<file path="src/int_event_pkg.sv">
package int_event_pkg;

  // Byte offsets of the event and mask set/clear pairs
  localparam logic [7:0] EVT_SET_OFF  = 8'h80;
  localparam logic [7:0] EVT_CLR_OFF  = 8'h84;
  localparam logic [7:0] MASK_SET_OFF = 8'h88;
  localparam logic [7:0] MASK_CLR_OFF = 8'h8C;

  // Bit positions in the event and mask words
  localparam int B_LOST   = 22;
  localparam int B_SEC64  = 21;
  localparam int B_SYNCH  = 20;
  localparam int B_PHY    = 19;
  localparam int B_FAIL   = 18;
  localparam int B_BUSRST = 17;
  localparam int B_SID    = 16;
  localparam int B_SID2   = 15;
  localparam int B_LOCK   = 9;
  localparam int B_POST   = 8;
  localparam int B_IRX    = 7;
  localparam int B_ITX    = 6;

  // Latched bits 22..15, 9, 8; mask also covers the two summaries
  localparam logic [31:0] LATCHED_BITS = 32'h007F_8300;
  localparam logic [31:0] MASK_BITS    = 32'h007F_83C0;
  localparam logic [31:0] EVT_RESET    = 32'h0000_0000;
  localparam logic [31:0] MASK_RESET   = 32'h0000_0000;

  // Bus answers
  localparam logic [1:0] RESP_OKAY   = 2'h0;
  localparam logic [1:0] RESP_SLVERR = 2'h2;

  // Event sources from the link core, all on CLK
  typedef struct packed {
    logic cycle_count_lsb;
    logic cycle_sec_bit7;
    logic cycle_start_seen;
    logic subaction_gap;
    logic arb_reset_gap;
    logic phy_status_irq;
    logic reg_access_fail;
    logic phy_bus_reset;
    logic self_id_done;
    logic lock_reply_unacked;
    logic posted_write_fault;
  } link_events_s;

endpackage

</file>
<file path="src/interrupt_event_status_bits.sv">
// The placing of the registers and register access over AXI4-Lite were left to the implementer.
`timescale 1ns/10ps
// How it works
// - Two cycle-synchs without cycle start: lost
// - Predict lost: first gap lacks cycle start
// - Predict lost: arbitration reset gap seen
// - Seconds bit seven change sets flag
// - Cycle count LSB toggle sets synch
// - PHY status request sets PHY flag
// - Missing PHY clock access sets flag
// - Failure flag visible before next access
// - PHY bus reset entry sets flag
// - Self-ID stream done sets flag
// - Bus reset clears self-ID done flag
// - Sticky self-ID copy ignores bus reset
// - Bits fourteen to ten read zero
// - Unacked lock reply sets flag
// - Host error on posted write sets flag
// - Receive summary is OR of masked ctx events
// - Transmit summary is OR of masked ctx events
// - Set by timer toggle or bus reset edge, by other sources while high, or by set write
// - Cleared by clear-register write; bus reset also clears self-ID done
// - Clear address reads events AND mask
module interrupt_event_status_bits
  import int_event_pkg::*;
#(
  parameter int ADDR_W = 8,
  parameter int N_IRX  = 4,
  parameter int N_ITX  = 4
) (
  input  wire logic              CLK,
  input  wire logic              RESET,
  input  wire link_events_s      LINK_EVENTS,
  input  wire logic [N_IRX-1:0]  IRX_CTX_EVENT,
  input  wire logic [N_IRX-1:0]  IRX_CTX_MASK,
  input  wire logic [N_ITX-1:0]  ITX_CTX_EVENT,
  input  wire logic [N_ITX-1:0]  ITX_CTX_MASK,
  input  wire logic [ADDR_W-1:0] AWADDR,
  input  wire logic              AWVALID,
  output logic                   AWREADY,
  input  wire logic [31:0]       WDATA,
  input  wire logic [3:0]        WSTRB,
  input  wire logic              WVALID,
  output logic                   WREADY,
  output logic [1:0]             BRESP,
  output logic                   BVALID,
  input  wire logic              BREADY,
  input  wire logic [ADDR_W-1:0] ARADDR,
  input  wire logic              ARVALID,
  output logic                   ARREADY,
  output logic [31:0]            RDATA,
  output logic [1:0]             RRESP,
  output logic                   RVALID,
  input  wire logic              RREADY
);

  // Word match on an aligned offset, shared by both channels
  function automatic logic hit(input logic [ADDR_W-1:0] a,
                               input logic [7:0] off);
    hit = (a[7:2] == off[7:2]);
  endfunction

  function automatic logic mapped(input logic [ADDR_W-1:0] a);
    mapped = hit(a, EVT_SET_OFF) | hit(a, EVT_CLR_OFF)
           | hit(a, MASK_SET_OFF) | hit(a, MASK_CLR_OFF);
  endfunction

  link_events_s      prev_q;
  logic [31:0]       ev_q, ev_d, mask_q, mask_d, hw_set, view;
  logic              armed_q;
  logic              gap_done_q;
  logic              gap_wait_q;
  logic              synch_now, sec_now, busrst_now, lost_now, first_gap;
  logic              irx_sum;
  logic              itx_sum;
  logic [ADDR_W-1:0] awaddr_q;
  logic [31:0]       wdata_q;
  logic [3:0]        wstrb_q;
  logic              aw_have_q;
  logic              w_have_q;
  logic              awready_q;
  logic              wready_q;
  logic              bvalid_q;
  logic [1:0]        bresp_q;
  logic              arready_q;
  logic              rvalid_q;
  logic [31:0]       rdata_q;
  logic [1:0]        rresp_q;
  logic              wr_go;
  logic [31:0]       wmask, wval, sw_set, sw_clr, msk_set, msk_clr;
  logic              rd_take;

  // Edges of the link sources; toggles count both directions
  assign synch_now  = LINK_EVENTS.cycle_count_lsb
                    ^ prev_q.cycle_count_lsb;
  assign sec_now    = LINK_EVENTS.cycle_sec_bit7
                    ^ prev_q.cycle_sec_bit7;
  assign busrst_now = LINK_EVENTS.phy_bus_reset
                    & ~prev_q.phy_bus_reset;

  // Lost cycle: seen, or predicted early from gap timing
  assign first_gap = armed_q & ~gap_done_q
                   & LINK_EVENTS.subaction_gap;
  assign lost_now  = (synch_now & armed_q
                     & ~LINK_EVENTS.cycle_start_seen)
                   | (gap_wait_q
                     & ~LINK_EVENTS.cycle_start_seen)
                   | (armed_q & LINK_EVENTS.arb_reset_gap
                     & ~LINK_EVENTS.cycle_start_seen);

  // Summaries stay unlatched so they track the contexts live
  assign irx_sum = |(IRX_CTX_EVENT & IRX_CTX_MASK);
  assign itx_sum = |(ITX_CTX_EVENT & ITX_CTX_MASK);

  // Hardware set vector, one bit per latched event
  always_comb begin
    hw_set = '0;
    hw_set[B_LOST]   = lost_now;
    hw_set[B_SEC64]  = sec_now;
    hw_set[B_SYNCH]  = synch_now;
    hw_set[B_PHY]    = LINK_EVENTS.phy_status_irq;
    hw_set[B_FAIL]   = LINK_EVENTS.reg_access_fail;
    hw_set[B_BUSRST] = busrst_now;
    hw_set[B_SID]    = LINK_EVENTS.self_id_done;
    hw_set[B_SID2]   = LINK_EVENTS.self_id_done;
    hw_set[B_LOCK]   = LINK_EVENTS.lock_reply_unacked;
    hw_set[B_POST]   = LINK_EVENTS.posted_write_fault;
  end

  // Write decode; strobes gate each byte lane
  assign wr_go = aw_have_q & w_have_q & ~bvalid_q;
  for (genvar i = 0; i < 4; i++) begin : g_lane
    assign wmask[8*i+:8] = {8{wstrb_q[i]}};
  end
  assign wval    = wdata_q & wmask;
  assign sw_set  = (wr_go & hit(awaddr_q, EVT_SET_OFF))
                 ? (wval & LATCHED_BITS) : '0;
  assign sw_clr  = (wr_go & hit(awaddr_q, EVT_CLR_OFF))
                 ? (wval & LATCHED_BITS) : '0;
  assign msk_set = (wr_go & hit(awaddr_q, MASK_SET_OFF))
                 ? (wval & MASK_BITS) : '0;
  assign msk_clr = (wr_go & hit(awaddr_q, MASK_CLR_OFF))
                 ? (wval & MASK_BITS) : '0;

  // Hardware set beats a software clear in the same cycle; a bus
  // reset edge still drops the self-ID done bit outright
  assign ev_d = (((ev_q & ~sw_clr) | sw_set | hw_set)
                & LATCHED_BITS)
              & ~(32'(busrst_now) << B_SID);
  assign mask_d = ((mask_q & ~msk_clr) | msk_set) & MASK_BITS;

  // Reads see this cycle's hardware sets so a failed access is
  // already flagged for the access that follows it
  always_comb begin
    view = ((ev_q | hw_set) & LATCHED_BITS)
         & ~(32'(busrst_now) << B_SID);
    view[B_IRX] = irx_sum;
    view[B_ITX] = itx_sum;
  end

  assign rd_take = ARVALID & arready_q;

  // Event, mask and cycle-lost tracking state
  always_ff @(posedge CLK) begin
    if (RESET) begin
      prev_q     <= '0;
      ev_q       <= EVT_RESET;
      mask_q     <= MASK_RESET;
      armed_q    <= 1'b0;
      gap_done_q <= 1'b0;
      gap_wait_q <= 1'b0;
    end else begin
      prev_q     <= LINK_EVENTS;
      ev_q       <= ev_d;
      mask_q     <= mask_d;
      armed_q    <= (armed_q | synch_now)
                  & ~LINK_EVENTS.cycle_start_seen & ~lost_now;
      gap_done_q <= ~synch_now & (gap_done_q | first_gap);
      gap_wait_q <= first_gap & ~LINK_EVENTS.cycle_start_seen;
    end
  end

  // Write channel: address and data taken in either order
  always_ff @(posedge CLK) begin
    if (RESET) begin
      awaddr_q  <= '0;
      wdata_q   <= '0;
      wstrb_q   <= '0;
      aw_have_q <= 1'b0;
      w_have_q  <= 1'b0;
      awready_q <= 1'b0;
      wready_q  <= 1'b0;
      bvalid_q  <= 1'b0;
      bresp_q   <= RESP_OKAY;
    end else begin
      if (AWVALID & awready_q) begin
        awaddr_q  <= AWADDR;
        aw_have_q <= 1'b1;
        awready_q <= 1'b0;
      end else if (~aw_have_q & ~bvalid_q) begin
        awready_q <= 1'b1;
      end
      if (WVALID & wready_q) begin
        wdata_q  <= WDATA;
        wstrb_q  <= WSTRB;
        w_have_q <= 1'b1;
        wready_q <= 1'b0;
      end else if (~w_have_q & ~bvalid_q) begin
        wready_q <= 1'b1;
      end
      if (wr_go) begin
        bvalid_q  <= 1'b1;
        aw_have_q <= 1'b0;
        w_have_q  <= 1'b0;
        bresp_q   <= mapped(awaddr_q) ? RESP_OKAY : RESP_SLVERR;
      end else if (bvalid_q & BREADY) begin
        bvalid_q <= 1'b0;
      end
    end
  end

  // Read channel: one outstanding read, data latched at accept
  always_ff @(posedge CLK) begin
    if (RESET) begin
      arready_q <= 1'b0;
      rvalid_q  <= 1'b0;
      rdata_q   <= '0;
      rresp_q   <= RESP_OKAY;
    end else begin
      if (rd_take) begin
        arready_q <= 1'b0;
        rvalid_q  <= 1'b1;
        rresp_q   <= mapped(ARADDR) ? RESP_OKAY : RESP_SLVERR;
        if (hit(ARADDR, EVT_SET_OFF)) begin
          rdata_q <= view;
        end else if (hit(ARADDR, EVT_CLR_OFF)) begin
          rdata_q <= view & mask_q;
        end else if (mapped(ARADDR)) begin
          rdata_q <= mask_q;
        end else begin
          rdata_q <= '0;
        end
      end else if (rvalid_q & RREADY) begin
        rvalid_q  <= 1'b0;
        arready_q <= 1'b1;
      end else if (~rvalid_q) begin
        arready_q <= 1'b1;
      end
    end
  end

  assign AWREADY = awready_q;
  assign WREADY  = wready_q;
  assign BVALID  = bvalid_q;
  assign BRESP   = bresp_q;
  assign ARREADY = arready_q;
  assign RVALID  = rvalid_q;
  assign RDATA   = rdata_q;
  assign RRESP   = rresp_q;
endmodule

</file>
<file path="config.mk">
export PLATFORM = sky130hd
export DESIGN_NAME = interrupt_event_status_bits
export DESIGN_NICKNAME = d
export VERILOG_FILES = /design/src/int_event_pkg.sv /design/src/interrupt_event_status_bits.sv
export SDC_FILE = /design/constraint.sdc
export NUM_CORES = 1
export LEC_CHECK = 0
export BUFFER_PORTS_ARGS = -buffer_cell sky130_fd_sc_hd__buf_2
export CAP_MARGIN = 25
export CORE_ASPECT_RATIO = 0.6
export CORE_MARGIN = 2
export CORE_UTILIZATION = 49
export CTS_BUF_LIST = sky130_fd_sc_hd__clkbuf_8
export CTS_CLUSTER_SIZE = 24
export DETAILED_ROUTE_END_ITERATION = 12
export PLACE_DENSITY_LB_ADDON = 0.08
export REMOVE_ABC_BUFFERS = 1
export SLEW_MARGIN = 20
export SYNTH_ARGS = -nofsm -noshare
export SYNTH_HDL_FRONTEND = slang
export SYNTH_SLANG_ARGS = --single-unit
</file>
<file path="constraint.sdc">
create_clock -name CLK -period 1.59 [get_ports CLK]
set_input_delay 0.0795 -clock CLK [delete_from_list [all_inputs] [get_ports CLK]]
set_output_delay 0.0795 -clock CLK [all_outputs]
set_load 0.01 [all_outputs]
</file>
# Yosys cells after proc, flatten, opt, wreduce, memory -nomap -nowiden
# Cells that the tools add are included.
op_classes:
  bitwise_logic: 60
  n_eq_ne: 9
  muxes: 15
  reduce_logical: 8
op_table:
  columns: ["operator", "count"]
  rows:
  - ["$mux W23", 5]
  - ["$and A23 B23 Y23", 4]
  - ["$or A23 B23 Y23", 4]
  - ["$mux W32", 2]
  - ["$eq A6 B6 Y1 const B", 8]
  - ["$not A23 Y23", 2]
  - ["$and A23 B32 Y32", 1]
  - ["$and A32 B23 Y32", 1]
  - ["$not A17 Y32", 1]
  - ["$and A1 B1 Y1", 25]
  - ["$or A1 B1 Y1", 10]
  - ["$and A4 B4 Y4", 2]
  - ["$not A1 Y1", 8]
  - ["$reduce_or A2 Y1", 4]
  - ["$reduce_or A4 Y1", 2]
  - ["$mux W1", 6]
  - ["$mux W2", 2]
  - ["$reduce_bool A2 Y1", 2]
  - ["$ne A2 B1 Y1 const B", 1]
  - ["$xor A1 B1 Y1", 2]
totals:
  ff_bits: 118
  inputBits: 86
  output_inout_bits: 41

# Longest topological paths before layout
depth:
  word_depth: 10
  ltp_mapped: 6

# Least setup slack after synthesis
# OpenSTA, ideal clock, no wires.
synth_timing:
  kind: "register to register"
  from: "register awaddr_q[4]"
  to: "register ev_q[17]"
  arrival_time_ns: 1.333
  period_less_slack_ns: 1.453
  n_path_buf: 1
  path_slack_ns: 0.137
  required_time_ns: 1.470
  path_stages_with_launch: 6
  cell_sequence: "dfxtp_1 > nor4b_4 > and4_1 > buf_6 > a21boi_0 > o31a_1"
synth_between:
  elab_chain_cells: 8
synth_lines:
  columns: ["item", "line_no", "rtl"]
  rows:
  - ["from (decl)", "interrupt_event_status_bits.sv:76", "logic [ADDR_W-1:0] awaddr_q;"]
  - ["from (signal assigned)", "interrupt_event_status_bits.sv:186", "awaddr_q <= '0;"]
  - ["from (signal assigned)", "interrupt_event_status_bits.sv:197", "awaddr_q <= AWADDR;"]
  - ["$eq A6 B6 Y1", "interrupt_event_status_bits.sv:60", "hit = (a[7:2] == off[7:2]);"]
  - ["$and A1 B1 Y1", "interrupt_event_status_bits.sv:138", "assign sw_clr = (wr_go & hit(awaddr_q, EVT_CLR_OFF))"]
  - ["$mux W23", "interrupt_event_status_bits.sv:139", "? (wval & LATCHED_BITS) : '0;"]
  - ["$not A23 Y23", "interrupt_event_status_bits.sv:147", "assign ev_d = (((ev_q & ~sw_clr) | sw_set | hw_set)"]
  - ["$and A23 B23 Y23", "interrupt_event_status_bits.sv:147", null]
  - ["$or A23 B23 Y23 (*) (2 in series)", "interrupt_event_status_bits.sv:147", null]
  - ["$and A23 B23 Y23 (*)", "interrupt_event_status_bits.sv:149", "& ~(32'(busrst_now) << B_SID);"]
  - ["to (signal assigned)", "interrupt_event_status_bits.sv:174", "ev_q <= ev_d;"]
  - ["to (decl)", "interrupt_event_status_bits.sv:69", "logic [31:0] ev_q, ev_d, mask_q, mask_d, hw_set, view;"]
# Mark *: on every way between the ends. The rest lies on a longest branch, timed or not.
# A chain may end at the register's enable or synchronous reset.

# Final worst setup path
layout_timing:
  from: "register awaddr_q[5]"
  to: "register ev_q[18]"
# Same word-level chain as after synthesis.

==> results.md <==
- Mapped Cells: 367
- Clk_skew: 0.00407 ns
- Grt ovf: 0
- Startpoint Class: flip-flop
- Top_reg_cell synth: dfxtp_1
- Tot Pwr: 3490 µW
- Number of port buffers: 79
- Yosys top cell area share: 46.4%
- Worst path bufs/invs: 2
- H-tree depth: 3
- Largest net degree at the start of global routing: 26
- Routed Antenna Nets: 0
- Tcrit/Tclk final: 96.8%
- Area of placed instances: 3460 µm²
- Crit path max-delay cell type: nor4b_4
- FF-to-FF setup slack: 0.05 ns
- Comb pwr share: 12.2%
- Cts bufs inserted: 9
- Minimum hold slack: 0.00820 ns
- Pre-antenna DRT Iters: 5
- First-pass GRT wire length: 12.5 mm
- Number of antenna violations at the first check in global routing: 0
- Total number of vias: 2792
- DR DRC count: 0
- Die H: 64.8 µm
- Post-synth EDFFs: 0
- Flop pwr share: 53.9%
- WL final: 7.63 mm
- Row count: 22
- Worst R2R Start: awaddr_q[5]
- Synth area leaders: dfxtp_1 (46%), nand2_1 (8.7%), buf_4 (6.0%)
- Net Sw Frac: 25.7%
- Clock latency on the worst-skew pair: 0.34 ns
- CTS Sinks: 70
- Fin area: 3870 µm²
- Critical Path RT: 1.81 ns
- Worst min path class: in -> reg
- RR Endpoint: ev_q[18]
- Area Overhead vs Synth: 28.1%
- Routability congestion estimate: 0.803
- Clock power frac: 33.9%
- Max-cap violation count: 0
- Starting Density: 50.1%
- Worst Path Max Fanout: 5
- Fraction of layout cells with a size suffix above 1: 24.0%
- Syn avg cell area: 8.23 µm²
- Post-Syn Area: 3020 µm²
- Number of nets in the layout: 563
- Die footprint: 6830 µm²
- Yosys warning count: 0
- Final Hold Vio Count: 0
- Deepest clock path buffer count: 2
- Worst Reg-to-Reg Cells: 6
- Synth Register Bits: 70
- Most used cell, CP: buf_4
- Max VDD drop: 0.445 mV
- Final Non-Filler Cells: 564
- Switching pwr: 896 µW
- Leakage power: 0.00176 µW
- CP Class: reg -> reg
- Avg Vias per Cell: 4.95
- Pwr Density: 903 nW/µm²
- Worst Setup End Kind: flip-flop
- Max incr delay on CP: 0.38 ns
- Most frequent cells in the layout: buf_2 (79), dfxtp_1 (70), nand2_1 (70), a21oi_1 (33)
- I/O Pins: 127
- Placed cells: 525
- Die width: 105 µm
- CTS tree: built
- Reg clk slew, reported paths: 0.07 ns
- Clk root buf: clkbuf_8
- Vias in the first global route: 2626
- Netlist cell types: 40
- Drt initial violations: 106
- Critical Path Stages: 6
- Internal power: 2590 µW
- Fillers: 554
- Crit path max-delay family: simple AND/OR/NAND/NOR gates
- Cell Chain, Critical Path: nor4b_4, buf_4, nand4_1, buf_4, o21ai_0, a31oi_1
- Worst Path Arrival: 1.76 ns
- Post-synth top area cell: dfxtp_1
- Worst Max-Slew Pin Slew: 0.605 ns
- Wire length per cell: 13.5 µm
- Diode count: 0
- Status: finished, final reports clean
- Commonest non-fill, non-tap cell in the layout: buf_2
- Async SR Flop Fraction: 0%
- Core area: 6030 µm²
- Final setup fails: 0
- F_max: 0.650 GHz
- Slew Limit Fails: 0
- Critical path origin: awaddr_q[5]
- Seq/Total Area, Yosys: 46.4%
- Dpl hpwl: 5.33 mm
- Worst Setup EP: ev_q[18]
- Slew margin rel.: 59.6%
- Gr usage total: 23.8%
- Final min period: 1.54 ns
metal layers:
metal	GRT usage (%)	routed length [µm]
met4	8.50	82
met3	7.14	599
met2	37.2	3300
met5	0	0
met1	31.3	3650
Yosys cell counts (all sizes together) (5+ instances only):
cell / number
a21oi: 33
buf: 32
clkbuf: 11
dfxtp: 70
inv: 16
mux2i: 15
nand2: 70
nand3: 23
nor2: 12
nor2b: 5
nor3: 17
o21ai: 23
cells by family (layout without fill, tap and decap cells):
group | Yosys count | after routing | synth area share, %
other | 1 | 22 | 0.124
buffers and inverters | 59 | 151 | 10.9
xor gates and xnor gates | 3 | 3 | 0.870
AOI/OAI and AO/OA | 75 | 75 | 14.1
DFF | 70 | 70 | 46.4
muxes | 15 | 15 | 4.97
and+or+nand+nor | 144 | 144 | 22.6
power groups by stage:
stage / Sequential (µW) / Combinational, µW / Clock, µW
6_report: 1880 / 426 / 1180
5_1_grt: 1890 / 478 / 1300
4_1_cts: 1880 / 422 / 1210
3_5_place_dp: 1920 / 379 / 0
3_3_place_gp: 1910 / 368 / 0
2_1_floorplan: 1910 / 178 / 0
timing repair:
action                                  4_1_cts  5_1_grt
endpoints found under the hold margin        24        0
resized for setup                             1        5
pin swaps                                     0        4
endpoints found under the setup margin        5       18
hold buffers                                 23        0
buffers inserted                              0        2
metrics by stage:
step / setup WS [ns] / TNS [ns] / utilization (%)
after CTS: 0.0143 / 0 / 63.8
after global routing: -0.00129 / -0.00201 / 64.2
after detailed placement: -0.0382 / -0.121 / 57.3
after global placement: 0.0399 / 0 / 57.2
after floorplan: 0.0655 / 0 / -
final: 0.0515 / 0 / 64.2
final cells by class:
cell class / instances / area [µm²] / share of cell area (%)
Multi-Input combinational cell: 259 / 1370 / 35.5
Inverter: 16 / 60.1 / 1.55
Timing Repair Buffer: 121 / 772 / 20.0
Sequential cell: 70 / 1400 / 36.2
Clock inverter: 4 / 17.5 / 0.453
Tap cell: 84 / 105 / 2.72
Clock buffer: 10 / 138 / 3.56
flip-flops by register name, indices dropped and copies added (netlist names), 3 cells and up:
| signal | flops |
|---|---|
| RDATA | 12 |
| awaddr_q | 6 |
| ev_q | 10 |
| mask_q | 12 |
| prev_q | 3 |
| wdata_q | 12 |
| wstrb_q | 3 |
worst min-delay path by stage:
stage | startpoint | endpoint | slack, ns | depth (start not counted)
final | LINK_EVENTS[10] | prev_q[10] | 0.008 | 2
after global routing | AWADDR[6] | awaddr_q[6] | 0.006 | 3
after CTS | AWADDR[6] | awaddr_q[6] | 0.0002 | 3
after detailed placement | LINK_EVENTS[8] | gap_wait_q | 0.30 | 2
after global placement | LINK_EVENTS[8] | gap_wait_q | 0.30 | 2
after floorplan | RESET | RVALID | 0.15 | 1
Note: power is estimated with default switching activity, not from simulation.
